--- src/core/cssp_pkg.sv ---
`default_nettype none
package cssp_pkg;
  // Word-aligned register byte offsets
  localparam logic [3:0] CSSP_MODE_OFS = 4'h0;
  localparam logic [3:0] CSSP_DATA_OFS = 4'h4;
  localparam logic [3:0] CSSP_PMODE_OFS = 4'h8;
  localparam logic [3:0] CSSP_CTRL_OFS = 4'hC;
  // Mode register fields
  localparam int CSSP_CLK_SEL_LSB = 0;
  localparam int CSSP_PIN_FN_BIT = 3;
  localparam logic [3:0] CSSP_MODE_RESET = 4'h0;
  localparam logic [1:0] CSSP_PMODE_RESET = 2'h0;
  localparam logic [7:0] CSSP_DATA_RESET = 8'h00;
  // Clock select codes
  localparam logic [2:0] CSSP_SEL_SYSCLK = 3'h6;
  localparam logic [2:0] CSSP_SEL_EXT = 3'h7;
  // Port modes
  localparam logic [1:0] CSSP_PM_CONT = 2'h0;
  localparam logic [1:0] CSSP_PM_TX = 2'h1;
  localparam logic [1:0] CSSP_PM_RX = 2'h2;
  localparam logic [1:0] CSSP_PM_TXRX = 2'h3;
  // Mode change delay in cycles; pulses per frame
  localparam int CSSP_MODE_DELAY = 2;
  localparam logic [3:0] CSSP_FRAME_PULSES = 4'h8;
  localparam int CSSP_PRE_W = 12;
  // Control register bits: start (write), flag (read/write-1-clear)
  localparam int CSSP_CTRL_START = 0;
  localparam int CSSP_CTRL_FLAG = 1;
  typedef enum logic [2:0] {
    CSSP_IDLE = 3'b001,
    CSSP_WAIT = 3'b010,
    CSSP_XFER = 3'b100
  } cssp_state_e;
endpackage : cssp_pkg
`default_nettype wire

--- src/core/cssp_prescaler.sv ---
`default_nettype none
// Free-running divider; one-cycle tick every half period of the chosen ratio
module cssp_prescaler
  import cssp_pkg::*;
(
  input wire logic core_clk,
  input wire logic rst_n,
  input wire logic [2:0] clk_sel,
  output logic half_tick
);
  logic [CSSP_PRE_W-1:0] cnt_q;
  logic [CSSP_PRE_W-1:0] cnt_d;
  logic [CSSP_PRE_W-1:0] half_mask;

  // Half-period mask: 2048,512,128,32,8,2 system clocks
  always_comb begin
    unique case (clk_sel)
      3'h0: half_mask = 12'h7FF;
      3'h1: half_mask = 12'h1FF;
      3'h2: half_mask = 12'h07F;
      3'h3: half_mask = 12'h01F;
      3'h4: half_mask = 12'h007;
      default: half_mask = 12'h001;
    endcase
    cnt_d = cnt_q + 12'h001;
    half_tick = ((cnt_q & half_mask) == half_mask);
  end

  always_ff @(posedge core_clk or negedge rst_n) begin
    if (!rst_n) begin
      cnt_q <= '0;
    end else begin
      cnt_q <= cnt_d;
    end
  end
endmodule : cssp_prescaler
`default_nettype wire

--- src/core/cssp_shift_port.sv ---
// Behaviour
// - Codes 000-101 drive prescaled clock out
// - Code 110 drives system clock halved, toggling every cycle
// - Code 111 takes clock from pin
// - Port mode picks continuous, tx, rx, both
// - Idle state ignores clock edges
// - Start to wait; falling edge to transfer
// - Counter and shifter advance together
// - Continuous mode leaves wait state only on a mode write
// - Counter wrap returns wait, sets flag
// - Internal clock emits exactly eight pulses, except in continuous mode
// - Extra pulses re-enter transfer, flag again
// - Mode write clears counter, aborts transfer
// - Out LSB first falling, in rising
// - Mode top bit selects pin role
// - Mode effective two cycles later, reset zero
`default_nettype none
module cssp_shift_port
  import cssp_pkg::*;
(
  input wire logic core_clk,
  input wire logic rst_n,
  input wire logic wb_cyc_i,
  input wire logic wb_stb_i,
  input wire logic wb_we_i,
  input wire logic [3:0] wb_adr_i,
  input wire logic [3:0] wb_sel_i,
  input wire logic [31:0] wb_dat_i,
  output logic [31:0] wb_dat_o,
  output logic wb_ack_o,
  input wire logic sck_i,
  output logic sck_o,
  output logic sck_oe_n,
  input wire logic si_i,
  output logic so_o,
  input wire logic port_bit_six_i,
  output logic serial_flag_o
);
  logic [3:0] mode_wr_q, mode_wr_d; // First half of the two-cycle delay
  logic [3:0] serial_mode_control_q, serial_mode_control_d;
  logic [1:0] pmode_q, pmode_d;
  logic [7:0] data_q, data_d;
  logic [2:0] cnt_q, cnt_d;
  logic [3:0] pulses_q, pulses_d;
  logic flag_q, flag_d;
  logic sck_q, sck_d;
  logic sck_oe_n_q, sck_oe_n_d;
  logic so_q, so_d;
  logic sck_in_q;
  logic ack_q, ack_d;
  logic [31:0] rdat_q, rdat_d;
  cssp_state_e state_q, state_d;
  logic half_tick;
  logic bus_req, wr_mode, wr_data, wr_start, wr_pmode, wr_ctrl;
  logic int_clk, fall_ev, rise_ev, tx_en, rx_en;
  logic [2:0] clk_sel;

  cssp_prescaler u_pre (
    .core_clk(core_clk),
    .rst_n(rst_n),
    .clk_sel(clk_sel),
    .half_tick(half_tick)
  );

  // Bus decode; ack on the cycle after request, never two in a row
  always_comb begin
    bus_req = wb_cyc_i && wb_stb_i && !ack_q;
    wr_mode = bus_req && wb_we_i && wb_sel_i[0] && wb_adr_i == CSSP_MODE_OFS;
    wr_data = bus_req && wb_we_i && wb_sel_i[0] && wb_adr_i == CSSP_DATA_OFS;
    wr_pmode = bus_req && wb_we_i && wb_sel_i[0]
               && wb_adr_i == CSSP_PMODE_OFS;
    wr_ctrl = bus_req && wb_we_i && wb_sel_i[0] && wb_adr_i == CSSP_CTRL_OFS;
    wr_start = wr_ctrl && wb_dat_i[CSSP_CTRL_START];
    ack_d = bus_req;
    rdat_d = '0;
    if (bus_req && !wb_we_i) begin
      unique case (wb_adr_i)
        CSSP_DATA_OFS: rdat_d = {24'h000000, data_q};
        CSSP_PMODE_OFS: rdat_d = {30'h00000000, pmode_q};
        CSSP_CTRL_OFS: rdat_d = {30'h00000000, flag_q, 1'b0};
        default: rdat_d = '0; // Mode register is write-only
      endcase
    end
  end

  // Mode path: written value lands two cycles after the write
  always_comb begin
    mode_wr_d = wr_mode ? wb_dat_i[3:0] : mode_wr_q;
    serial_mode_control_d = mode_wr_q;
    pmode_d = wr_pmode ? wb_dat_i[1:0] : pmode_q;
    clk_sel = serial_mode_control_q[CSSP_CLK_SEL_LSB +: 3];
    int_clk = (clk_sel != CSSP_SEL_EXT);
    tx_en = (pmode_q == CSSP_PM_TX)
            || (pmode_q == CSSP_PM_TXRX);
    rx_en = (pmode_q == CSSP_PM_RX) || (pmode_q == CSSP_PM_TXRX);
  end

  // Shift clock edges, from the internal generator or the pin
  always_comb begin
    sck_d = sck_q;
    pulses_d = pulses_q;
    fall_ev = 1'b0;
    rise_ev = 1'b0;
    if (int_clk) begin
      if (wr_start) begin
        pulses_d = CSSP_FRAME_PULSES;
      end
      if (clk_sel == CSSP_SEL_SYSCLK || half_tick) begin
        if (!sck_q) begin
          sck_d = 1'b1;
          rise_ev = 1'b1;
        end else if (state_q == CSSP_WAIT && pmode_q == CSSP_PM_CONT) begin
          sck_d = 1'b0;
          fall_ev = 1'b1;
        end else if (pulses_q != 4'h0 && !wr_start) begin
          sck_d = 1'b0;
          fall_ev = 1'b1;
          pulses_d = pulses_q - 4'h1;
        end
      end
      if (state_q == CSSP_IDLE) begin
        sck_d = 1'b1;
        rise_ev = 1'b0;
      end
    end else begin
      sck_d = 1'b1;
      pulses_d = 4'h0;
      fall_ev = sck_in_q && !sck_i;
      rise_ev = !sck_in_q && sck_i;
    end
    sck_oe_n_d = !(serial_mode_control_q[CSSP_PIN_FN_BIT]
                   && int_clk);
  end

  // Sequencer, counter, shifter and flag
  always_comb begin
    state_d = state_q;
    cnt_d = cnt_q;
    data_d = wr_data ? wb_dat_i[7:0] : data_q;
    so_d = so_q;
    flag_d = flag_q;
    if (wr_ctrl && wb_dat_i[CSSP_CTRL_FLAG]) begin
      flag_d = 1'b0;
    end
    unique case (state_q)
      CSSP_IDLE: begin
        if (wr_start) begin
          state_d = CSSP_WAIT;
        end
      end
      CSSP_WAIT: begin
        if (fall_ev && pmode_q != CSSP_PM_CONT) begin
          state_d = CSSP_XFER;
          if (tx_en) begin
            so_d = data_q[0];
          end
        end
      end
      CSSP_XFER: begin
        if (fall_ev && tx_en) begin
          so_d = data_q[0];
        end
        if (rise_ev) begin
          data_d = {rx_en ? si_i : data_q[0], data_q[7:1]};
          cnt_d = cnt_q + 3'h1;
          if (cnt_q == 3'h7) begin
            state_d = CSSP_WAIT;
            flag_d = 1'b1;
          end
        end
      end
      default: state_d = CSSP_IDLE;
    endcase
    if (wr_start) begin
      cnt_d = 3'h0;
      state_d = CSSP_WAIT;
      if (state_q == CSSP_XFER) begin
        flag_d = 1'b1;
      end
    end
    if (wr_mode) begin
      cnt_d = 3'h0;
      state_d = CSSP_IDLE;
      if (state_q == CSSP_XFER) begin
        flag_d = 1'b1;
      end
    end
  end

  // Registers
  always_ff @(posedge core_clk or negedge rst_n) begin
    if (!rst_n) begin
      mode_wr_q <= CSSP_MODE_RESET;
      serial_mode_control_q <= CSSP_MODE_RESET;
      pmode_q <= CSSP_PMODE_RESET;
      data_q <= CSSP_DATA_RESET;
      cnt_q <= 3'h0;
      pulses_q <= 4'h0;
      flag_q <= 1'b0;
      sck_q <= 1'b1;
      sck_oe_n_q <= 1'b1;
      so_q <= 1'b1;
      sck_in_q <= 1'b1;
      ack_q <= 1'b0;
      rdat_q <= '0;
      state_q <= CSSP_IDLE;
    end else begin
      mode_wr_q <= mode_wr_d;
      serial_mode_control_q <= serial_mode_control_d;
      pmode_q <= pmode_d;
      data_q <= data_d;
      cnt_q <= cnt_d;
      pulses_q <= pulses_d;
      flag_q <= flag_d;
      sck_q <= sck_d;
      sck_oe_n_q <= sck_oe_n_d;
      so_q <= so_d;
      sck_in_q <= sck_i;
      ack_q <= ack_d;
      rdat_q <= rdat_d;
      state_q <= state_d;
    end
  end

  always_comb begin
    wb_ack_o = ack_q;
    wb_dat_o = rdat_q;
    sck_o = sck_q;
    sck_oe_n = sck_oe_n_q;
    so_o = so_q;
    serial_flag_o = flag_q;
  end

  // Sequencer, counter and flag checks
  a_flag_on_wrap: assert property (
    @(posedge core_clk) disable iff (!rst_n)
    state_q == CSSP_XFER && rise_ev && cnt_q == 3'h7 |=> flag_q)
    else $error("flag not set on counter wrap");
  a_idle_no_count: assert property (
    @(posedge core_clk) disable iff (!rst_n)
    state_q == CSSP_IDLE && !wr_mode |=> cnt_q == $past(cnt_q))
    else $error("counter moved while idle");
  a_mode_delay: assert property (
    @(posedge core_clk) disable iff (!rst_n)
    wr_mode |-> ##2 serial_mode_control_q == $past(wb_dat_i[3:0], 2))
    else $error("mode not applied two cycles after write");
  a_mode_abort: assert property (
    @(posedge core_clk) disable iff (!rst_n)
    wr_mode |=> cnt_q == 3'h0 && state_q == CSSP_IDLE)
    else $error("mode write did not clear counter");
  a_cont_stays: assert property (
    @(posedge core_clk) disable iff (!rst_n)
    state_q == CSSP_WAIT && pmode_q == CSSP_PM_CONT && !wr_mode
    |=> state_q == CSSP_WAIT)
    else $error("continuous mode left wait state");
  a_idle_sck_high: assert property (
    @(posedge core_clk) disable iff (!rst_n)
    state_q == CSSP_IDLE ##1 state_q == CSSP_IDLE |-> sck_q)
    else $error("clock not high while idle");
  a_start_wait: assert property (
    @(posedge core_clk) disable iff (!rst_n)
    wr_start && !wr_mode |=> state_q == CSSP_WAIT && cnt_q == 3'h0)
    else $error("start did not enter wait");
  a_wait_to_xfer: assert property (
    @(posedge core_clk) disable iff (!rst_n)
    state_q == CSSP_WAIT && fall_ev && pmode_q != CSSP_PM_CONT
    && !wr_mode && !wr_start |=> state_q == CSSP_XFER)
    else $error("first falling edge did not start transfer");
  a_no_shift_idle: assert property (
    @(posedge core_clk) disable iff (!rst_n)
    state_q == CSSP_IDLE && !wr_data |=> data_q == $past(data_q))
    else $error("data shifted while idle");
  a_shift_count: assert property (
    @(posedge core_clk) disable iff (!rst_n)
    state_q == CSSP_XFER && rise_ev && !wr_mode && !wr_start
    |=> cnt_q == $past(cnt_q) + 3'h1)
    else $error("counter did not follow the shift");
  a_wrap_rewait: assert property (
    @(posedge core_clk) disable iff (!rst_n)
    state_q == CSSP_XFER && rise_ev && cnt_q == 3'h7 && !wr_mode
    |=> state_q == CSSP_WAIT)
    else $error("counter wrap did not return to wait");
  a_abort_flag: assert property (
    @(posedge core_clk) disable iff (!rst_n)
    wr_mode && state_q == CSSP_XFER |=> flag_q)
    else $error("aborted transfer did not set flag");

  // Pin and clock generator checks
  a_pin_role: assert property (
    @(posedge core_clk) disable iff (!rst_n)
    !serial_mode_control_q[CSSP_PIN_FN_BIT] |=> sck_oe_n)
    else $error("clock driven while pin is a port");
  a_pin_clock_out: assert property (
    @(posedge core_clk) disable iff (!rst_n)
    serial_mode_control_q[CSSP_PIN_FN_BIT] && int_clk |=> !sck_oe_n)
    else $error("clock pin not driven in serial role");
  a_ext_no_drive: assert property (
    @(posedge core_clk) disable iff (!rst_n)
    clk_sel == CSSP_SEL_EXT |=> sck_oe_n)
    else $error("clock pin driven with external clock");
  a_pulse_count: assert property (
    @(posedge core_clk) disable iff (!rst_n)
    wr_start && int_clk |=> pulses_q == CSSP_FRAME_PULSES)
    else $error("pulse budget not loaded");
  a_pulses_stop: assert property (
    @(posedge core_clk) disable iff (!rst_n)
    int_clk && sck_q && pulses_q == 4'h0 && state_q != CSSP_IDLE
    && pmode_q != CSSP_PM_CONT && !wr_start |=> sck_q)
    else $error("clock pulse after budget spent");
  a_prescale_hold: assert property (
    @(posedge core_clk) disable iff (!rst_n)
    int_clk && clk_sel != CSSP_SEL_SYSCLK && !half_tick
    && state_q != CSSP_IDLE |=> sck_q == $past(sck_q))
    else $error("clock moved between prescaler ticks");
  a_sysclk_toggle: assert property (
    @(posedge core_clk) disable iff (!rst_n)
    state_q == CSSP_WAIT && pmode_q == CSSP_PM_CONT
    && clk_sel == CSSP_SEL_SYSCLK |=> sck_q != $past(sck_q))
    else $error("undivided clock did not toggle");

  // Data pin checks
  a_tx_bit_out: assert property (
    @(posedge core_clk) disable iff (!rst_n)
    state_q == CSSP_XFER && fall_ev && tx_en |=> so_q == $past(data_q[0]))
    else $error("output bit not the register's low bit");
  a_rx_bit_in: assert property (
    @(posedge core_clk) disable iff (!rst_n)
    state_q == CSSP_XFER && rise_ev && rx_en && !wr_mode && !wr_start
    |=> data_q[7] == $past(si_i))
    else $error("input bit not captured on rising edge");
  a_rx_so_hold: assert property (
    @(posedge core_clk) disable iff (!rst_n)
    pmode_q == CSSP_PM_RX |=> so_q == $past(so_q))
    else $error("output pin moved in receive mode");
endmodule : cssp_shift_port
`default_nettype wire
--- config.mk ---
export PLATFORM = sky130hd
export DESIGN_NAME = cssp_shift_port
export DESIGN_NICKNAME = d
export VERILOG_FILES = /design/src/core/cssp_pkg.sv /design/src/core/cssp_prescaler.sv /design/src/core/cssp_shift_port.sv
export SDC_FILE = /design/constraint.sdc
export NUM_CORES = 1
export LEC_CHECK = 0
export BUFFER_PORTS_ARGS = -buffer_cell sky130_fd_sc_hd__buf_2
export CORE_ASPECT_RATIO = 1.1
export CORE_MARGIN = 2
export CORE_UTILIZATION = 40
export DETAILED_ROUTE_END_ITERATION = 8
export PLACE_DENSITY = 0.69
export SLEW_MARGIN = 20
export SYNTH_ARGS = -nofsm -noshare
export SYNTH_HDL_FRONTEND = slang
export SYNTH_SLANG_ARGS = --single-unit
--- constraint.sdc ---
create_clock -name core_clk -period 2.25 [get_ports core_clk]
set_clock_uncertainty 0.05 [all_clocks]
set_input_delay 0.225 -clock core_clk [delete_from_list [all_inputs] [get_ports core_clk]]
set_output_delay 0.225 -clock core_clk [all_outputs]
set_load 0.03 [all_outputs]
Word level (Yosys, flattened, before mapping)
Index checks and enable logic that the tools add are counted.

operators by class
  reductions and logical operators = 38
  bitwise gates (word level) = 1
  eq/ne operators = 25
  add/subtract/negate cells = 3
  mux-type cells = 50

operators by type and width
  cell                   count
  $pmux 11 s5            1
  $mux 32                1
  $mux 1                 27
  $mux 3                 9
  $mux 4                 6
  $mux 8                 3
  $pmux 8 s3             1
  $logic_and 1x1->1      18
  $add 12x1->12 const B  1
  $and 12x11->12         1
  $eq 12x11->1           1
  $eq 3x3->1 const B     4
  $eq 3x2->1 const B     3
  $pmux 3 s3             1
  $eq 4x4->1 const B     2
  $ne 4x4->1 const B     2
  $reduce_and 4->1       2
  $eq 3x1->1 const B     2
  $logic_not 1->1        6
  $ne 3x3->1 const B     2
  $reduce_bool 3->1      2
  $eq 2x2->1 const B     2
  $eq 4x3->1 const B     1
  $logic_not 4->1        1
  14 further kinds       18

storage, ports and cells
  output and inout port bits = 37
  bits of input ports = 48
  flip-flop bits (word level) = 78
  word-level logic and storage cells = 132

Depth between registers and ports, before layout
Gate-level depths: netlist of the first run.

  word-level depth = 18
  gate-level depth with buffers = 8
  gate-level depth less buffers = 7

By module
From an unflattened synthesis of the first run, not the netlist that was laid out.

second synthesis, totals
  cell total of the unflattened synthesis = 233
  area total of the unflattened synthesis = 2596.2 µm²

modules (own cells, without submodules)
  module           area each (µm²)  instances  cells each  seq. area each (µm²)
  cssp_shift_port  2108.3           1          194         1057.3
  cssp_prescaler   488.0            1          39          275.3

Worst setup path before layout of the first run
No wires, ideal clock.

  path kind = reg2reg
  from = register ack_q, in the netlist wb_ack_o
  to = register so_q, in the netlist so_o
  setup time = 0.085 ns
  clock period less this slack = 1.947 ns
  stages on the path, launching flop included = 7
  path slack = 0.303 ns
  data arrival time = 1.812 ns
  path buffers = 0
  data required time = 2.115 ns
  cells stage by stage = dfrtp_1 nand3b_2 nor3_4 o21ai_1 a41oi_2 nor2_1 mux2_1

between the ends
  longest elaborated chain between the ends = 16
  elaborated cells between the ends (all ways) = 18
  classes of those cells = eq/ne (2); mux (5); reduce/logical (11)

RTL lines
  what                                                       line                                            RTL
  start, declared                                            cssp_shift_port.sv:50                           logic ack_q, ack_d;
  start signal, assigned                                     cssp_shift_port.sv:219                          ack_q <= ack_d;
  $logic_not 1->1 *                                          cssp_shift_port.sv:67                           bus_req = wb_cyc_i && wb_stb_i && !ack_q;
  $logic_and 1x1->1 *                                        cssp_shift_port.sv:67
  $logic_and 1x1->1 * (3 in series)                          cssp_shift_port.sv:72                           wr_ctrl = bus_req && wb_we_i && wb_sel_i[0] && wb_adr_i == CSSP_CTRL_OFS;
  $logic_and 1x1->1 *                                        cssp_shift_port.sv:73                           wr_start = wr_ctrl && wb_dat_i[CSSP_CTRL_START];
  $logic_not 1->1 *                                          cssp_shift_port.sv:115                          end else if (pulses_q != 4'h0 && !wr_start) begin
  $logic_and 1x1->1 *                                        cssp_shift_port.sv:115
  $mux 1 *                                                   cssp_shift_port.sv:115
  $mux 1 *                                                   cssp_shift_port.sv:112                          end else if (state_q == CSSP_WAIT && pmode_q == CSSP_PM_CONT) begin
  $mux 1 *                                                   cssp_shift_port.sv:109                          if (!sck_q) begin
  $mux 1 *                                                   cssp_shift_port.sv:108                          if (clk_sel == CSSP_SEL_SYSCLK || half_tick) begin
  $mux 1 *                                                   cssp_shift_port.sv:104                          if (int_clk) begin
  $logic_and 1x1->1, on equally long branches                cssp_shift_port.sv:160, cssp_shift_port.sv:152
  $ne 2x2->1 (no line) / $ne 2x1->1 (equally long branches)  --
  $reduce_and 4->1 (no line) *                               --
  end signal, assigned                                       cssp_shift_port.sv:202                          so_q <= 1'b1;
  end signal, assigned                                       cssp_shift_port.sv:217                          so_q <= so_d;
  end, declared                                              cssp_shift_port.sv:48                           logic so_q, so_d;

Mark *: on every way between the ends. The rest lies on a longest branch, timed or not.
A chain may end at the register's enable or synchronous reset.

Worst setup path in the final report of the first run
  from = register u_pre.cnt_q[5]
  to = register state_q[1]

between the ends
  longest elaborated chain between the ends = 8
  elaborated cells between the ends (all ways) = 12
  classes of those cells = eq/ne (3); mux (5); bitwise (1); reduce/logical (3)

RTL lines
  what                                                       line                                            RTL
  start, declared                                            cssp_prescaler.sv:11                            logic [CSSP_PRE_W-1:0] cnt_q;
  start signal, assigned                                     cssp_prescaler.sv:33                            cnt_q <= cnt_d;
  $and 12x11->12 *                                           cssp_prescaler.sv:26                            half_tick = ((cnt_q & half_mask) == half_mask);
  $eq 12x11->1 *                                             cssp_prescaler.sv:26
  $logic_or 1x1->1 *                                         cssp_shift_port.sv:108
  $mux 1                                                     cssp_shift_port.sv:108
  $mux 1, on equally long branches                           cssp_shift_port.sv:121, cssp_shift_port.sv:104
  $mux 1 / $logic_and 1x1->1 (equally long branches)         cssp_shift_port.sv:104, cssp_shift_port.sv:152
  $ne 4x4->1 (no line) / $ne 4x3->1 (equally long branches)  --
  $reduce_and 4->1 (no line) *                               --
  end signal, assigned                                       cssp_shift_port.sv:221                          state_q <= state_d;
  end, declared                                              cssp_shift_port.sv:52                           cssp_state_e state_q, state_d;

Marked as above.

==> results.ini, run 1 <==
[outcome]
status = finished, final reports clean

[finish]
multi_input_area_mm2 = 0.00121
fin_nets = 337
final_core_util_pct = 46.0
drive_above_1_share_pct = 25.9
layout_commonest_cell = dfrtp_1
final_cell_mix = dfrtp_1, buf_2, conb_1
seqCellArea_mm2 = 0.00133
fill_cells = 615
syn_to_final_growth_pct = 11.4
diodes = 0

[die]
row_count = 31
ioPinCount = 85
die_h_um = 90.3
fp.dieW_um = 82.4
die_area_mm2 = 0.00744
design.core.area_mm2 = 0.00656
initial_core_util_pct = 41.3

[logic_synthesis]
ys_seq_elements = 53
ys_warn_count = 0
ys_types = 51
ys_top_cells_by_area = dfrtp_1, buf_4, dfstp_2, mux2i_1, xnor2_1
ys_async_sr_fraction_pct = 100
synth.cell_area_mm2 = 0.00271
seq_area_frac_synth_pct = 49.3
yosys.area.top_type = dfrtp_1
synth_edf_count = 0
syn_avg_cell_area_um2 = 11.2
synth_top_area_share_pct = 44.4
synth-main-ff-cell = dfrtp_1
syn_inst = 242

[worst_setup_path]
reg2reg_slack_ns = 0.22
crit_type = reg -> reg
worst_setup_path_start_kind = flop
critPathMaxFanout = 6
required_ns = 2.40
arrival_ns = 2.18
critPathCaptureType = flop

[place]
io_buffers = 32
place_hpwl_mm = 3.63
gp_congestion = 0.761

[clocking]
cts_tree = done
cts_buffers = 5
clk_pin_slew_ns = 0.10
cts.root.buffer_cell = clkbuf_8
clkLatencyLatePin_ns = 0.31
clockBufferDepth = 2
cts_htree_levels = 2
cts_sinks = 53

[timing]
hold_viol_final = 0
rsz0062_at_grt = false
hold_ws_ns = 0.104
tns_ns = 0
min_period_ns = 2.03
fmax_ghz = 0.493
report.final.slew_viol_count = 0
fin_crit_sh_pct = 90.2
setup_viol = 0

[global_route]
grtUsageTotal_pct = 13.9
grt_pass1_wl_mm = 8.26
grt_pass1_vias = 1739
antenna_found_initial = 0
grt.overflow.total = 0
grt_max_degree = 20

[detailed_routing]
final_antenna_net_count = 0
num_vias = 1779
via_per_inst = 4.83
drt_iter0_drc = 59
drcViolationCount = 0
wl_mm = 4.70
wl_per_cell_um = 12.8
drt_pass1_iterations = 2

[power]
leakagePower_nw = 1.49
irDropWorstVdd_mv = 0.447
power_w = 0.00192
powerDensity_mw_per_mm2 = 639

[worst_hold_path]
hold_path_class = in -> reg

[flow_run]
max_cap_viol_count = 0

## repair_timing
item	CTS	global route
hold buffers	2	0
gates resized for setup	0	0
endpoints found under the hold margin	18	0
buffers inserted	0	0
## final cells by class
class                           count  share of cell area (%)
Tap cell                           82                    3.41
Clock buffer                        6                    2.74
Multi-Input combinational cell    176                    40.2
Inverter                            7                   0.872
Sequential cell                    53                    44.2
Clock inverter                      2                   0.540
Timing Repair Buffer               42                    7.97
## sequential cells by signal, indices dropped and copies added, names as in the netlist
| name | cells |
|---|---|
| wb_ack_o | 1 |
| serial_flag_o | 1 |
| so_o | 1 |
| data_q | 8 |
| sck_in_q | 1 |
| sck_oe_n | 1 |
| serial_mode_control_q | 4 |
| u_pre.cnt_q | 11 |
| sck_o | 1 |
| cnt_q | 3 |
| pulses_q | 4 |
| wb_dat_o | 8 |
| state_q | 3 |
| mode_wr_q | 4 |
| pmode_q | 2 |
## synthesized netlist by cell type (2+ instances only)
master / instances
nor3b_2: 2
buf_2: 2
nand3_1: 7
xnor2_1: 12
buf_4: 24
ha_1: 4
o21ai_0: 11
a21oi_1: 2
nor3b_1: 6
nor2b_1: 4
and2_1: 6
nand2_1: 18
nor2_1: 15
mux2_2: 5
inv_1: 6
buf_6: 2
a2111oi_2: 2
a211oi_1: 4
mux2_1: 4
or3_1: 2
and3_1: 3
xor2_1: 3
a22oi_1: 3
nor3_1: 3
dfstp_2: 5
mux2i_1: 12
nand4_1: 4
dfrtp_1: 48
## worst max-delay path, cell delays in order (launching register included)
cell and delay, ns:
dfrtp_1 0.46, and4_4 0.19, o2111a_2 0.27, a2111oi_2 0.43, nor2_1 0.08, nor3b_1 0.15
o311a_1 0.29
## layer usage
layer	GRT usage [%]	up-vias	routed length [µm]
met2	21.8	29	2350
met4	3.75	0	35
met1	19.6	867	2170
li1	-	878	-
met3	2.70	5	144
met5	0	-	0
## metrics by stage
step,instances,cell area (µm²),worst slack [ns]
finish,368,3010,0.220
global route,368,3010,0.0321
CTS,368,3010,0.210
detailed placement,358,2890,0.227
global placement,358,2890,0.249
floorplan,265,2790,0.303
## final timing paths
kind,start,to,cells past startpoint
min in group asynchronous,rst_n,u_pre.cnt_q[4],2
max,u_pre.cnt_q[5],state_q[1],6
min,wb_dat_i[3],mode_wr_q[3],2
max reg2reg,u_pre.cnt_q[5],state_q[1],6
max in group asynchronous,rst_n,sck_o,3
min reg2reg,mode_wr_q[0],serial_mode_control_q[0],0
## power breakdown
| group | switching (W) | internal (W) |
|---|---|---|
| Clock | 0.000316 | 0.000254 |
| Combinational | 0.000164 | 0.000121 |
| Sequential | 0.0000612 | 0.00101 |
## kinds of logic after synthesis
family,Yosys count,synth area share (%)
xor gates and xnor gates,15,4.86
adders and majority gates,4,1.85
other,1,0.139
muxes,21,8.19
and+or+nand+nor,80,17.6
AOI/OAI and AO/OA,32,9.02
DFF,53,49.3
buffers and inverters,36,9.11
(Power assumes the default switching activity.)
==> run 2: changes to the inputs <==
CTS_CLUSTER_SIZE = 8   (was not set)
PLACE_DENSITY = 0.64   (was 0.69)
==> run 2 against run 1 <==
Against the previous run: sequential share of layout area fell by 0.073 points; largest power group unchanged; via count rose by 0.17%; total power rose by 0.32%; worst setup slack improved by 0.0048 ns; combinational power barely moved; count of clock-buffer cells in the layout did not move; non-clock buffer count fell by 1; global-route usage rose by 0.11 points; die area did not move; clock power rose by 2%; critical path depth did not move.
==> results.ini, run 2 (synthesized netlist as in run 1, its figures left out) <==
[global_route]
grt_pass1_wl_mm = 8.17  ; -1.1%
grt.overflow.total = 0  ; unchanged
antenna_found_initial = 0  ; unchanged
grt_max_degree = 54  ; +170%
grtUsageTotal_pct = 14.0  ; +0.11 points
grt_pass1_vias = 1766  ; +1.6%

[worst_setup_path]
worst_setup_path_start_kind = flop
arrival_ns = 2.17  ; about the same
critPathMaxFanout = 5  ; -1
max_stage_delay_ns = 0.45  ; about the same
cp_cell_sequence = and4_4, o2111a_2, a2111oi_2, nor2_1, nor3b_1, o311a_1
crit_type = reg -> reg
slowest_stage = dfrtp_1
required_ns = 2.39  ; about the same
critPathCaptureType = flop

[timing]
fin_crit_sh_pct = 90.0  ; -0.22 points
rsz0062_at_grt = false
layout_setup_ws_ns = 0.225  ; +0.00484 ns
tightest_slew_ns = 0.660
hold_viol_final = 0  ; unchanged
tns_ns = 0  ; unchanged
setup_viol = 0  ; unchanged
slew_headroom_pct = 56.0
fmax_ghz = 0.494  ; +0.24%
report.final.slew_viol_count = 0  ; unchanged
min_period_ns = 2.03  ; -0.00484 ns

[finish]
drive_above_1_share_pct = 25.6  ; -0.26 points
final_cells = 367  ; -0.27%
syn_to_final_growth_pct = 11.6
final_core_util_pct = 46.0  ; +0.076 points
diodes = 0  ; unchanged
fin_nets = 336  ; -0.30%
final_cell_mix = dfrtp_1, buf_2, conb_1
largest_register_ffs = 11  ; unchanged
layout_commonest_cell = dfrtp_1
top_register = u_pre.cnt_q

[die]
design.core.area_mm2 = 0.00656  ; unchanged
die_h_um = 90.3  ; unchanged
initial_core_util_pct = 41.3  ; unchanged
die_area_mm2 = 0.00744  ; unchanged
fp.dieW_um = 82.4  ; unchanged
row_count = 31  ; unchanged
ioPinCount = 85  ; unchanged

[clocking]
cts_sinks = 53  ; unchanged
clkLatencyLatePin_ns = 0.31  ; about the same
post_cts_buffers = 0  ; unchanged
cts_buffers = 5  ; unchanged
cts_tree = done
cts_htree_levels = 2  ; unchanged
ctsResizeCount = 0  ; unchanged
clockBufferDepth = 2  ; unchanged
cts.root.buffer_cell = clkbuf_8
clk_pin_slew_ns = 0.10  ; about the same
cts_hold_buffers = 2  ; unchanged

[detailed_routing]
drt_iter0_drc = 49  ; -17%
wl_per_cell_um = 12.9  ; +0.57%
drt_pass1_iterations = 4  ; +2
drcViolationCount = 0  ; unchanged
final_antenna_net_count = 0  ; unchanged
wl_mm = 4.72  ; +0.30%
num_vias = 1782  ; +0.17%
via_per_inst = 4.86  ; +0.44%

[place]
dp_cells = 357  ; -0.28%
gp_congestion = 0.762  ; +0.11%
io_buffers = 32  ; unchanged
place_hpwl_mm = 3.50  ; -3.6%
pre_cts_ws_ns = 0.246  ; +0.0193 ns

[power]
powerDensity_mw_per_mm2 = 640  ; +0.16%
leakagePower_nw = 1.48  ; -0.23%
irDropWorstVdd_mv = 0.306  ; -31%
power_w = 0.00193  ; +0.32%

[worst_hold_path]
hold_path_class = in -> reg

[flow_run]
max_cap_viol_count = 0  ; unchanged

[outcome]
status = finished, final reports clean

==> run 2: layer usage <==
metal | vias to the layer above | routed length (µm) | GRT usage, %
li1 | 875 | - | -
met1 | 869 | 2110 | 18.2
met2 | 29 | 2330 | 22.6
met3 | 9 | 194 | 3.60
met4 | 0 | 76 | 4.58
met5 | - | 0 | 0
==> run 2: metrics by stage <==
step / hold slack (ns) / area [µm²]
4_1_cts: 0.0969 / 3020
6_report: 0.0989 / 3020
3_5_place_dp: 0.304 / 2900
5_1_grt: 0.102 / 3020
3_3_place_gp: 0.296 / 2900
2_1_floorplan: -0.121 / 2790
==> run 2: worst max-delay path: cells and delay by family, from the launching register on <==
family | cells | cell delay, ns
AO/OA/AOI/OAI | 3 | 0.97
flip-flops | 1 | 0.45
AND/OR/NAND/NOR | 3 | 0.44
==> run 2: worst paths after layout <==
| kind | start | end | slack (ns) | cells after the start |
|---|---|---|---|---|
| min in group asynchronous | rst_n | u_pre.cnt_q[6] | 0.48 | 3 |
| worst max register to register | u_pre.cnt_q[6] | state_q[1] | 0.22 | 6 |
| max in group asynchronous | rst_n | data_q[4] | 1.21 | 3 |
| worst min-delay path | wb_dat_i[3] | mode_wr_q[3] | 0.1 | 2 |
| worst max-delay path | u_pre.cnt_q[6] | state_q[1] | 0.22 | 6 |
| worst min register to register | mode_wr_q[2] | serial_mode_control_q[2] | 0.33 | 0 |
==> run 2: area by class of cell <==
cell class,instances,area [µm²]
clock inverters,2,16.3
repair buffers,41,245
multi-input cells,176,1210
fillers,630,3540
flip-flops and latches,53,1330
well taps,82,103
clock buffers,6,82.6
inverters,7,26.3
==> run 2: report_power, final <==
group | internal, W | leakage (nW) | switching, W
Combinational | 0.000120 | 0.748 | 0.000164
Sequential | 0.00101 | 0.688 | 0.0000590
Clock | 0.000254 | 0.0478 | 0.000325
